`src/include/ota_alarm_consts.svh`:
```
// constants for the over-temperature alarm block: pointer codes, field positions,
// reset values and the bus address
// assumes inclusion by bare name from the design and bench files
`ifndef OTA_ALARM_CONSTS_SVH
`define OTA_ALARM_CONSTS_SVH

// register pointer codes
`define OTA_PTR_TEMP 2'h0
`define OTA_PTR_CFG 2'h1
`define OTA_PTR_REL 2'h2
`define OTA_PTR_TRIP 2'h3

// settings register field positions
`define OTA_CFG_SHUT_BIT 0
`define OTA_CFG_MODE_BIT 1
`define OTA_CFG_POL_BIT 2
`define OTA_CFG_FQ_LO 3
`define OTA_CFG_FQ_HI 4

// reset values: settings, trip 80 C, release 75 C (0.5 C steps)
`define OTA_CFG_RST 5'h00
`define OTA_TRIP_RST 9'h0a0
`define OTA_REL_RST 9'h096
`define OTA_PTR_RST 2'h0

// fixed upper four bits of the 7-bit bus address, low three from pins
`define OTA_ADDR_HI 4'h9

// bits in a bus byte, acknowledge slot not counted
`define OTA_BYTE_BITS 4'h8

`endif

```
`src/include/ota_alarm_pkg.sv`:
```
// types for the over-temperature alarm block
// assumes the constants header is compiled alongside
package ota_alarm_pkg;

  // settings register fields, bit 0 at the bottom
  typedef struct packed {
    logic [1:0] fault_count_select;
    logic alarm_polarity;
    logic alarm_behaviour_select;
    logic shutdown;
  } ota_cfg_t;

  // one conversion result from the converter
  typedef struct packed {
    logic valid;
    logic [10:0] temp;
  } ota_conv_t;

  // serial slave states
  typedef enum logic [2:0] {
    OTA_ST_IDLE = 3'b000,
    OTA_ST_RECV = 3'b001,
    OTA_ST_ACK = 3'b010,
    OTA_ST_SEND = 3'b011,
    OTA_ST_MACK = 3'b100,
    OTA_ST_NEXT = 3'b101
  } ota_state_t;

endpackage

```
`src/verilog/ota_alarm.sv`:
```
// over-temperature alarm logic with settings, limits and serial register access
// assumes scl, sda and address pins arrive asynchronously, conversions come on the system clock
`timescale 1ns/100ps
`include "ota_alarm_consts.svh"

module ota_alarm (
  input wire logic i_sys_clk, // 250 MHz system clock
  input wire logic i_sys_rst, // synchronous reset, active high
  input wire logic i_clk_en, // freezes all state while low
  input wire logic i_scl, // bus clock pin level
  input wire logic i_sda, // bus data pin level
  input wire logic [2:0] i_addr, // address select pins
  input wire ota_alarm_pkg::ota_conv_t i_conv, // conversion result and strobe
  output logic o_sda_out, // data pin drive value, always low
  output logic o_sda_oe, // data pin enable, low pulls the line low
  output logic o_alarm_out, // alarm pin drive value, always low
  output logic o_alarm_oe, // alarm pin enable, low pulls the pin low
  output logic o_conv_run // high while conversions may run
);

  // ************************************************************
  // decode helpers
  // ************************************************************

  // fault run length from the two-bit field
  function automatic logic [2:0] fault_need(input logic [1:0] code);
    case (code)
      2'b00: fault_need = 3'd1;
      2'b01: fault_need = 3'd2;
      2'b10: fault_need = 3'd4;
      default: fault_need = 3'd6;
    endcase
  endfunction

  logic [10:0] temp_q;
  logic [8:0] trip;
  logic [8:0] release_lim;
  ota_alarm_pkg::ota_cfg_t cfg;

  // byte presented for a read: msb when sel is low
  function automatic logic [7:0] rd_byte(input logic [1:0] ptr, input logic sel);
    case (ptr)
      `OTA_PTR_TEMP: rd_byte = sel ? {temp_q[2:0], 5'h00} : temp_q[10:3];
      `OTA_PTR_CFG: rd_byte = {3'h0, cfg};
      `OTA_PTR_REL: rd_byte = sel ? {release_lim[0], 7'h00} : release_lim[8:1];
      default: rd_byte = sel ? {trip[0], 7'h00} : trip[8:1];
    endcase
  endfunction

  // ************************************************************
  // pin synchronisers
  // ************************************************************

  logic scl_m, scl_s, scl_d;
  logic sda_m, sda_s, sda_d;
  logic [2:0] addr_m, addr_s;

  // two flops per pin, a third copy of scl and sda for edge finding
  always_ff @(posedge i_sys_clk)
  begin
    if (i_sys_rst)
    begin
      scl_m <= 1'b1;
      scl_s <= 1'b1;
      scl_d <= 1'b1;
      sda_m <= 1'b1;
      sda_s <= 1'b1;
      sda_d <= 1'b1;
      addr_m <= 3'h0;
      addr_s <= 3'h0;
    end
    else if (i_clk_en)
    begin
      scl_m <= i_scl;
      scl_s <= scl_m;
      scl_d <= scl_s;
      sda_m <= i_sda;
      sda_s <= sda_m;
      sda_d <= sda_s;
      addr_m <= i_addr;
      addr_s <= addr_m;
    end
  end

  logic scl_rise, scl_fall, bus_start, bus_stop;
  // bus events, gated by the clock enable
  assign scl_rise = i_clk_en & scl_s & ~scl_d;
  assign scl_fall = i_clk_en & ~scl_s & scl_d;
  assign bus_start = i_clk_en & scl_s & scl_d & sda_d & ~sda_s;
  assign bus_stop = i_clk_en & scl_s & scl_d & ~sda_d & sda_s;

  // ************************************************************
  // serial slave
  // ************************************************************

  ota_alarm_pkg::ota_state_t state;
  logic [3:0] bit_cnt;
  logic [7:0] shreg;
  logic [1:0] byte_idx;
  logic is_read;
  logic [1:0] pointer;
  logic [7:0] msb_hold;
  logic byte_done, rd_clear;
  logic [7:0] rd_hi, rd_lo;

  // both bytes of the selected register, ready for the send slots
  assign rd_hi = rd_byte(pointer, 1'b0);
  assign rd_lo = rd_byte(pointer, 1'b1);

  // a received byte completes on the falling clock after its eighth bit
  assign byte_done = (state == ota_alarm_pkg::OTA_ST_RECV) & scl_fall & (bit_cnt == `OTA_BYTE_BITS);
  // any read address acknowledged counts as a register read
  assign rd_clear = (state == ota_alarm_pkg::OTA_ST_ACK) & scl_fall & is_read & (byte_idx == 2'd1);

  // byte-level protocol: address, pointer, data, acknowledge slots
  always_ff @(posedge i_sys_clk)
  begin
    if (i_sys_rst)
    begin
      state <= ota_alarm_pkg::OTA_ST_IDLE;
      bit_cnt <= 4'h0;
      shreg <= 8'h00;
      byte_idx <= 2'd0;
      is_read <= 1'b0;
      o_sda_oe <= 1'b1;
    end
    else if (bus_start)
    begin
      state <= ota_alarm_pkg::OTA_ST_RECV; // repeated start also lands here
      bit_cnt <= 4'h0;
      byte_idx <= 2'd0;
      o_sda_oe <= 1'b1;
    end
    else if (bus_stop)
    begin
      state <= ota_alarm_pkg::OTA_ST_IDLE;
      o_sda_oe <= 1'b1;
    end
    else if (i_clk_en)
    begin
      case (state)
        ota_alarm_pkg::OTA_ST_RECV:
        begin
          if (scl_rise)
          begin
            shreg <= {shreg[6:0], sda_s}; // sampled while clock high
            bit_cnt <= bit_cnt + 4'h1;
          end
          else if (byte_done)
          begin
            if (byte_idx != 2'd0 || shreg[7:1] == {`OTA_ADDR_HI, addr_s})
            begin
              o_sda_oe <= 1'b0; // acknowledge low
              state <= ota_alarm_pkg::OTA_ST_ACK;
              if (byte_idx == 2'd0)
                is_read <= shreg[0];
              if (byte_idx != 2'd3)
                byte_idx <= byte_idx + 2'd1;
            end
            else
              state <= ota_alarm_pkg::OTA_ST_IDLE;
          end
        end
        ota_alarm_pkg::OTA_ST_ACK:
        begin
          if (scl_fall)
          begin
            bit_cnt <= 4'h0;
            if (is_read)
            begin
              o_sda_oe <= rd_hi[7]; // first bit while clock low
              shreg <= {rd_hi[6:0], 1'b0};
              bit_cnt <= 4'h1;
              state <= ota_alarm_pkg::OTA_ST_SEND;
            end
            else
            begin
              o_sda_oe <= 1'b1;
              state <= ota_alarm_pkg::OTA_ST_RECV;
            end
          end
        end
        ota_alarm_pkg::OTA_ST_SEND:
        begin
          if (scl_fall)
          begin
            if (bit_cnt == `OTA_BYTE_BITS)
            begin
              o_sda_oe <= 1'b1; // release for the host acknowledge
              state <= ota_alarm_pkg::OTA_ST_MACK;
            end
            else
            begin
              o_sda_oe <= shreg[7];
              shreg <= {shreg[6:0], 1'b0};
              bit_cnt <= bit_cnt + 4'h1;
            end
          end
        end
        ota_alarm_pkg::OTA_ST_MACK:
        begin
          if (scl_rise)
            state <= sda_s ? ota_alarm_pkg::OTA_ST_IDLE : ota_alarm_pkg::OTA_ST_NEXT;
        end
        ota_alarm_pkg::OTA_ST_NEXT:
        begin
          if (scl_fall)
          begin
            o_sda_oe <= rd_lo[7]; // second byte
            shreg <= {rd_lo[6:0], 1'b0};
            bit_cnt <= 4'h1;
            state <= ota_alarm_pkg::OTA_ST_SEND;
          end
        end
        default: state <= ota_alarm_pkg::OTA_ST_IDLE;
      endcase
    end
  end

  // ************************************************************
  // registers
  // ************************************************************

  logic shut_entry;
  assign shut_entry = byte_done & (byte_idx == 2'd2) & (pointer == `OTA_PTR_CFG) & shreg[`OTA_CFG_SHUT_BIT]
    & ~cfg.shutdown;

  // pointer, settings and limits written by the host, defaults on reset
  always_ff @(posedge i_sys_clk)
  begin
    if (i_sys_rst)
    begin
      pointer <= `OTA_PTR_RST;
      cfg <= `OTA_CFG_RST;
      trip <= `OTA_TRIP_RST;
      release_lim <= `OTA_REL_RST;
      msb_hold <= 8'h00;
    end
    else if (byte_done)
    begin
      if (byte_idx == 2'd1)
        pointer <= shreg[1:0];
      else if (byte_idx == 2'd2 && pointer == `OTA_PTR_CFG)
        cfg <= shreg[`OTA_CFG_FQ_HI:`OTA_CFG_SHUT_BIT];
      else if (byte_idx == 2'd2)
        msb_hold <= shreg;
      else if (byte_idx == 2'd3 && pointer == `OTA_PTR_REL)
        release_lim <= {msb_hold, shreg[7]};
      else if (byte_idx == 2'd3 && pointer == `OTA_PTR_TRIP)
        trip <= {msb_hold, shreg[7]};
    end
  end

  // ************************************************************
  // alarm evaluation
  // ************************************************************

  logic conv_take, over, under, seek_low, fault, fire, alarm;
  logic [2:0] fault_cnt;

  assign conv_take = i_clk_en & i_conv.valid & ~cfg.shutdown; // no conversions in shutdown
  assign over = $signed(i_conv.temp[10:2]) > $signed(trip);
  assign under = $signed(i_conv.temp[10:2]) < $signed(release_lim);
  assign fault = seek_low ? under : over;
  assign fire = conv_take & fault & (fault_cnt + 3'd1 >= fault_need(cfg.fault_count_select));

  // capture the latest measurement
  always_ff @(posedge i_sys_clk)
  begin
    if (i_sys_rst)
      temp_q <= 11'h000;
    else if (conv_take)
      temp_q <= i_conv.temp;
  end

  // consecutive fault counter and the limit being watched
  always_ff @(posedge i_sys_clk)
  begin
    if (i_sys_rst)
    begin
      fault_cnt <= 3'd0;
      seek_low <= 1'b0;
    end
    else if (conv_take)
    begin
      if (!fault || fire)
        fault_cnt <= 3'd0;
      else
        fault_cnt <= fault_cnt + 3'd1;
      if (fire)
        seek_low <= ~seek_low;
    end
  end

  // alarm state; a new activation wins over a read or shutdown clear
  always_ff @(posedge i_sys_clk)
  begin
    if (i_sys_rst)
      alarm <= 1'b0;
    else if (fire)
      alarm <= cfg.alarm_behaviour_select ? 1'b1 : ~seek_low;
    else if (cfg.alarm_behaviour_select && (rd_clear || shut_entry))
      alarm <= 1'b0;
  end

  // pin drive: open drain, released means high
  always_ff @(posedge i_sys_clk)
  begin
    if (i_sys_rst)
    begin
      o_alarm_oe <= 1'b1;
      o_alarm_out <= 1'b0;
      o_sda_out <= 1'b0;
      o_conv_run <= 1'b1;
    end
    else if (i_clk_en)
    begin
      o_alarm_oe <= ~(alarm ^ cfg.alarm_polarity);
      o_conv_run <= ~cfg.shutdown;
    end
  end

  // ************************************************************
  // checks
  // ************************************************************

  a_alarm_pin_level: assert property (@(posedge i_sys_clk) disable iff (i_sys_rst)
    i_clk_en |=> o_alarm_oe == ~($past(alarm) ^ $past(cfg.alarm_polarity)))
    else $error("alarm pin level does not follow polarity");

  a_comp_read_keeps: assert property (@(posedge i_sys_clk) disable iff (i_sys_rst)
    (!cfg.alarm_behaviour_select && !conv_take && (rd_clear || shut_entry)) |=> $stable(alarm))
    else $error("comparator alarm changed without a conversion");

  a_read_clears_int: assert property (@(posedge i_sys_clk) disable iff (i_sys_rst)
    (cfg.alarm_behaviour_select && rd_clear && !fire) |=> !alarm)
    else $error("register read did not clear interrupt alarm");

  a_shut_entry_clear: assert property (@(posedge i_sys_clk) disable iff (i_sys_rst)
    (cfg.alarm_behaviour_select && shut_entry && !fire) |=> !alarm && cfg.shutdown)
    else $error("shutdown entry did not clear interrupt alarm");

  a_fault_run_reset: assert property (@(posedge i_sys_clk) disable iff (i_sys_rst)
    (conv_take && !fault) |=> fault_cnt == 3'd0)
    else $error("fault run not restarted");

  a_fault_run_need: assert property (@(posedge i_sys_clk) disable iff (i_sys_rst)
    $rose(seek_low) |-> $past(fault_cnt) + 3'd1 >= fault_need($past(cfg.fault_count_select)))
    else $error("alarm fired before the fault run was complete");

  a_shut_no_conv: assert property (@(posedge i_sys_clk) disable iff (i_sys_rst)
    (cfg.shutdown && i_clk_en) |=> $stable(temp_q) && $stable(fault_cnt) && !o_conv_run)
    else $error("conversion accepted in shutdown");

  a_sda_stable_high: assert property (@(posedge i_sys_clk) disable iff (i_sys_rst)
    (scl_s && scl_d && !bus_start && !bus_stop && state != ota_alarm_pkg::OTA_ST_IDLE) |=> $stable(o_sda_oe))
    else $error("data line changed while clock high");

  a_ack_drives_low: assert property (@(posedge i_sys_clk) disable iff (i_sys_rst)
    (byte_done && byte_idx != 2'd0 && !bus_start && !bus_stop) |=> !o_sda_oe && state == ota_alarm_pkg::OTA_ST_ACK)
    else $error("data byte not acknowledged");

  a_bit_count_max: assert property (@(posedge i_sys_clk) disable iff (i_sys_rst)
    bit_cnt <= `OTA_BYTE_BITS)
    else $error("more than eight bits counted in a byte");

endmodule // ota_alarm

```
`config.mk`:
```
export PLATFORM = sky130hd
export DESIGN_NAME = ota_alarm
export DESIGN_NICKNAME = d
export VERILOG_FILES = /design/src/include/ota_alarm_pkg.sv /design/src/verilog/ota_alarm.sv
export VERILOG_INCLUDE_DIRS = /design/src /design/src/include
export SDC_FILE = /design/constraint.sdc
export NUM_CORES = 1
export LEC_CHECK = 0
export BUFFER_PORTS_ARGS = -buffer_cell sky130_fd_sc_hd__buf_2
export CORE_UTILIZATION = 50
export DETAILED_ROUTE_END_ITERATION = 7
export GPL_TIMING_DRIVEN = 0
export MAX_ROUTING_LAYER = met4
export PLACE_DENSITY_LB_ADDON = 0.08
export SLEW_MARGIN = 20
export SYNTH_ARGS = -nofsm -noshare
export SYNTH_HDL_FRONTEND = slang
export SYNTH_SLANG_ARGS = --single-unit
```
`constraint.sdc`:
```
create_clock -name i_sys_clk -period 3.2 [get_ports i_sys_clk]
set_clock_uncertainty 0.1 [all_clocks]
set_input_delay 0.8 -clock i_sys_clk [delete_from_list [all_inputs] [get_ports i_sys_clk]]
set_output_delay 0.8 -clock i_sys_clk [all_outputs]
set_load 0.01 [all_outputs]
```
==> impl_metrics.csv, run 1 <==
group,metric,value,unit
power,power_density,414,nW/um^2
power,vdd_drop_max,303,uV
synth,synth_cell_type_count,58,
placed_design,preCtsSetupSlack,356,ps
final_layout,drive_gt1_frac,0.0984,
power,power_frac_comb,0.065,
sta,fmax,393,MHz
global_route,antenna_found_initial,0,
power,finalPower,1960,uW
cts,cts_tree,"done",
final_layout,final_cell_mix,"dfxtp_1 (82), nand2_1 (75), nor2_1 (56), mux2i_1 (46), a21oi_1 (32)",
cts,cts.sinks,82,
global_route,grt_max_degree,16,
synth,avgSynthCellArea,8.40,um^2
sta,max_slew_margin,0.584,
worst_setup_path,critical_path_peak_fanout,4,
power,p_sw,506,uW
synth,async_reset_ff_frac,0,
placed_design,place.gp.congestion,0.885,
power,cellLeakagePower,0.00200,uW
final_layout,stdcell_area,4740,um^2
die,die-area,8980,um^2
cts,ctsResizeCount,0,
die,rows,33,
cts,ctsHoldBuffers,0,
cts,root_buffer,"clkbuf_8",
worst_setup_path,setup.worst_path.class,"input port to flip-flop",
cts,numCtsBuffers,9,
final_layout,fin_util,0.574,
placed_design,port_buffers,20,
cts,cts_setup_buffers,0,
sta,setup_viol,0,
power,p_clk_frac,0.401,
run_status,status,"completed",
worst_setup_path,cp-start-kind,"input port",
die,coreArea,8260,um^2
route,routed_via_density,5.75,
cts,insertion_delay,360,ps
route,drtAntennaViolNets,0,
route,drt_wl_total,11100,um
route,dr.pass1.iters,6,
sta,drv_slew,0,
sta,period_share,0.796,
power,pwr-share-seq,0.534,
power,swShare,0.258,
final_layout,fin_nets,591,
cts,ctsHtreeMaxLevel,3,
global_route,gr-total-overflow,0,
die,start_util,0.521,
sta,rsz0062_at_grt,"no",
cts,clkTransAtPathRegs,80,ps
synth,synthCells,512,
worst_hold_path,hold_path_class,"flip-flop to flip-flop",
worst_setup_path,worstPathRequired,3380,ps
synth,synthesis.area,4300,um^2
global_route,grt_pass1_wl,17900,um
synth,synth_seq_cells,82,
final_layout,final_common_cell,"dfxtp_1",
route,wl_per_cell,17.0,um
synth,synth-edff-count,0,
final_layout,diodes,0,
die,die_w,94.8,um
route,initialDrtViolationCount,265,
global_route,grt_usage,0.270,
sta,tightest_slew,624,ps
route,via_count,3761,
placed_design,dpl-instance-area,4540,um^2
synth,yosys_warnings,0,
global_route,grt_pass1_vias,3488,
synth,ys.flop_type,"dfxtp_1",
worst_setup_path,cp.arrival,2730,ps
power,power.internal,1460,uW
sta,setup_tns,0,ps
route,drc_errors,0,
cts,clock_path_buffers,2,
sta,hold_violations,0,
worst_setup_path,endpoint_kind,"flip-flop",
sta,period_minus_slack,2550,ps
synth,yosysSeqAreaShare,0.382,
die,ioPinCount,25,
sta,setup_slack,652,ps
placed_design,dp_hpwl,8440,um
flow_run,cap_violations,0,
die,die_h,94.8,um
final_layout,syn2layout_area_growth,10.2,%
-- registers in the layout, indices dropped and copies added, names as in the netlist, 2 cells and up --
| register | cells |
|---|---|
| cfg | 5 |
| addr_s | 3 |
| trip | 9 |
| addr_m | 3 |
| state | 3 |
| release_lim | 9 |
| byte_idx | 2 |
| fault_cnt | 3 |
| pointer | 2 |
| bit_cnt | 4 |
| temp_q | 11 |
| shreg | 8 |
| msb_hold | 8 |
-- final timing paths --
check,start,slack [ps],to,cells after the start
worst max-delay path,i_conv[8],650,seek_low,8
worst min-delay path,temp_q[3],370,temp_q[3],2
worst max register to register,trip[6],740,seek_low,8
worst min register to register,temp_q[3],370,temp_q[3],2
-- cells by family (layout without fill, tap and decap cells) --
kind of cell | Yosys count | count (layout) | share of synthesized area
and+or+nand+nor | 189 | 189 | 0.203
AOI/OAI and AO/OA | 101 | 101 | 0.154
DFF | 82 | 82 | 0.382
buffers and inverters | 58 | 94 | 0.0573
muxes | 48 | 48 | 0.112
adders and majority gates | 27 | 27 | 0.0785
xor gates and xnor gates | 6 | 6 | 0.0122
other | 1 | 2 | 0.000872
-- synthesized netlist by cell type, drive strengths merged, types with 2 or more instances --
library cell | instances | share of area
a31oi | 2 | 0.0029
nor2 | 56 | 0.049
clkbuf | 15 | 0.013
nand3 | 9 | 0.010
nand2b | 5 | 0.0073
and3b | 2 | 0.0041
and3 | 4 | 0.0058
buf | 12 | 0.017
o21ai | 25 | 0.029
xnor2 | 4 | 0.0081
nand3b | 2 | 0.0035
nand4b | 4 | 0.0081
a221oi | 6 | 0.012
nand4 | 4 | 0.0058
inv | 30 | 0.026
or3 | 5 | 0.0073
a211oi | 5 | 0.011
a222oi | 2 | 0.0047
nor3 | 5 | 0.0058
o211a | 2 | 0.0047
mux2 | 2 | 0.0052
mux2i | 46 | 0.11
a21oi | 32 | 0.037
ha | 27 | 0.079
xor2 | 2 | 0.0041
nor2b | 6 | 0.0087
nor3b | 4 | 0.0081
o211ai | 8 | 0.014
a22o | 2 | 0.0041
dfxtp | 82 | 0.38
nand2 | 75 | 0.065
o22ai | 2 | 0.0029
nor4 | 2 | 0.0029
a41o | 2 | 0.0047
o31ai | 2 | 0.0035
-- per-layer routing --
layer | global-route usage | routed length, um | vias up
met4 | 0.0619 | 119 | 0
met2 | 0.417 | 4960 | 88
met1 | 0.371 | 5530 | 1800
li1 | - | - | 1859
met3 | 0.0419 | 513 | 14
met5 | - | 0 | -
-- worst max-delay path, stage by stage --
cell	delay [ps]
buf_2	120
ha_1	300
nand3_1	100
or3_1	390
o221ai_1	200
o22ai_1	180
or4_1	490
a21oi_1	150
-- power groups by stage --
stage                     clock (uW)  sequential [uW]  combinational, uW
after floorplan                    0             1070               85.6
after global placement             0             1070                124
after detailed placement           0             1070                127
after CTS                        797             1050                127
after global routing             836             1050                145
final                            786             1050                128
-- area by class of cell --
cell class	instances	area [um^2]
inverter	31	116
clock inverter	6	75.1
tap	105	131
timing repair buffer	20	100
buffer	27	130
sequential	82	1640
multi-input combinational	373	2420
fill	772	3520
clock buffer	10	128
-- per-stage QoR --
step	instances	hold slack (ps)
2_1_floorplan	513	335
3_3_place_gp	638	345
3_5_place_dp	638	353
4_1_cts	654	368
5_1_grt	654	388
6_report	654	367
(Power assumes the default switching activity.)
==> inputs of run 2 (changes only) <==
Settings changed: ABC_AREA from default to 1.
Clock period 3.2 ns to 2.6 ns, I/O delays scaled along.
==> run 2 against run 1 <==
Effect of this change:
- total power up 47%
- sequential cell count unchanged
- via count up 9.4%
- sequential share of layout area down 0.20 points
- synthesized area down 0.29%
- critical path type is now flip-flop to flip-flop
- critical endpoint is now shreg[2]
==> impl_metrics.csv, run 2 <==
group,metric,value,unit
run_status,status,"completed",
worst_setup_path,cpPeakStageDelay,450,ps
worst_setup_path,critical_path_peak_fanout,10,
final_layout,final_common_cell,"nand2_1",
power,vdd_drop_max,432,uV
cts,ctsHtreeMaxLevel,3,
die,die_h,94.6,um
sta,hold_violations,0,
sta,setup_viol,0,
route,drt_wl_total,11700,um
final_layout,multi_input_area,2270,um^2
route,wl_met2,4910,um
final_layout,fin_cells,739,
synth,synthCells,595,
route,drtAntennaViolNets,0,
worst_hold_path,min_delay_path_depth,2,
synth,synth_most_common_cell,"nand2_1",
cts,root_buffer,"clkbuf_8",
cts,ctsResizeCount,0,
placed_design,dp_cells,723,
power,power_density,606,nW/um^2
cts,ctsHoldBuffers,0,
route,via_count,4114,
placed_design,dp_hpwl,8860,um
worst_setup_path,critPathSlowestCell,"clkbuf_1",
cts,clkTransAtPathRegs,90,ps
route,dr.pass1.iters,5,
worst_setup_path,worstPathRequired,2790,ps
worst_setup_path,ff2ff_path_depth,8,
cts,cts_setup_buffers,0,
cts,numCtsBuffers,9,
synth,synthesis.area,4290,um^2
sta,setup_tns,0,ps
flow_run,cap_violations,0,
die,ioPinCount,25,
route,drt-met1-wl,5800,um
synth,ys.flop_type,"dfxtp_1",
placed_design,port_buffers,22,
sta,max_slew_margin,0.588,
sta,fmax,461,MHz
route,routed_via_density,5.57,
global_route,gr-total-overflow,0,
synth,synth-xor-area-share,0.00817,
synth,synth_top_family_by_area,"simple AND/OR/NAND/NOR gates",
cts,insertion_delay,360,ps
synth,async_reset_ff_frac,0,
synth,yosys.area.top_type_share,0.383,
cts,cts.sinks,82,
synth,synth_cell_type_count,39,
synth,avgSynthCellArea,7.21,um^2
worst_setup_path,setup.worst_path.class,"flip-flop to flip-flop",
placed_design,dpl-instance-area,4540,um^2
sta,period_share,0.835,
synth,synth_top_area_cell,"dfxtp_1",
cts,clock_path_buffers,2,
worst_hold_path,hold_path_class,"flip-flop to flip-flop",
synth,synth.area.top_cells,"dfxtp_1 (38%), o21ai_0 (8.6%), ha_1 (7.9%), nand2_1 (7.9%), inv_1 (6.8%)",
die,die_w,94.6,um
worst_setup_path,cp.arrival,2360,ps
worst_setup_path,cp-start-kind,"flip-flop",
cts,cts_tree,"done",
die,rows,33,
synth,synthMuxAreaShare,0,
sta,tightest_slew,619,ps
final_layout,regArea,1640,um^2
synth,synth-edff-count,0,
sta,period_minus_slack,2170,ps
synth,synth_fa_ha_area_frac,0.0787,
route,wl_per_cell,15.8,um
final_layout,diodes,0,
power,cellLeakagePower,0.00214,uW
route,drc_errors,0,
worst_setup_path,critPathBufInv,2,
die,die-area,8950,um^2
synth,synth_seq_cells,82,
global_route,grt_usage,0.288,
final_layout,largest-register,"temp_q",
die,coreArea,8260,um^2
sta,drv_slew,0,
placed_design,preCtsSetupSlack,149,ps
die,start_util,0.520,
synth,yosysSeqAreaShare,0.383,
route,initialDrtViolationCount,389,
final_layout,fill_cells,795,
final_layout,fin_nets,676,
worst_setup_path,cp_common_cell,"nor2_1",
final_layout,stdcell_area,4770,um^2
power,finalPower,2890,uW
synth,synth_compound_area_frac,0.209,
global_route,grt_max_degree,17,
final_layout,syn2layout_area_growth,11.1,%
final_layout,largest_reg_flops,11,
final_layout,final_cell_mix,"nand2_1 (90), dfxtp_1 (82), inv_1 (78), o21ai_0 (74), nor2_1 (69)",
worst_setup_path,endpoint_kind,"flip-flop",
synth,synth-simple-area-share,0.231,
synth,yosys_warnings,0,
worst_setup_path,cp_top_family,"simple AND/OR/NAND/NOR gates",
sta,setup_slack,430,ps
final_layout,top_regs,"temp_q (11), release_lim (9), trip (9)",
final_layout,drive_gt1_frac,0.104,
placed_design,place.gp.congestion,0.889,
route,topRoutingLayerUsed,"met4",
route,wl_met3,702,um
sta,rsz0062_at_grt,"no",
global_route,grt_pass1_wl,18700,um
worst_setup_path,crit_chain,"inv_2, nand2_1, nor2_2, clkbuf_1, o21ai_0, o211ai_1, nor2_1, nor2_1",
synth,synthTopCellsByCount,"nand2_1 (90), dfxtp_1 (82), inv_1 (78)",
global_route,antenna_found_initial,0,
global_route,grt_pass1_vias,3644,
worst_setup_path,cp.depth,8,
==> run 2: final timing paths <==
kind / from / end / slack [ps]
hold reg to reg: temp_q[2] / temp_q[2] / 360
setup / recovery: state[2] / shreg[2] / 430
setup reg to reg: state[2] / shreg[2] / 430
hold / removal: temp_q[2] / temp_q[2] / 360
==> run 2: power by group <==
part           switching [uW]  internal [uW]
clock                     530            561
sequential               54.6           1320
combinational             284            142
total                     869           2020
==> run 2: tightest hold or removal path, delay by kind of cell, from the launching register on <==
family | cells | cell delay [ps]
compound gates | 1 | 50
buf+inv | 1 | 60
flops | 1 | 310
==> run 2: area by class of cell <==
cell class                 instances  area share
clock buffer                       9      0.0260
tap                              105      0.0276
sequential                        82       0.344
timing repair buffer              22      0.0231
multi-input combinational        415       0.475
clock inverter                     7      0.0228
inverter                          82      0.0651
buffer                            17      0.0157
==> run 2: cells by family (layout without fill, tap and decap cells) <==
family,after synthesis,in the layout
other cells,1,2
compound gates,161,161
buf+inv,99,137
flops,82,82
fa+ha+maj,27,27
xor+xnor,4,4
simple gates,221,221
==> run 2: per-stage QoR <==
stage | utilization | hold slack [ps]
after floorplan | - | 329
after CTS | 0.577 | 363
after global routing | 0.577 | 396
after detailed placement | 0.549 | 345
final | 0.577 | 361
after global placement | 0.549 | 338
==> run 2: metal layers <==
layer	global-route usage	up-vias
met1	0.416	1898
met5	-	-
met3	0.0290	17
met4	0.0985	0
met2	0.414	145
li1	-	2054
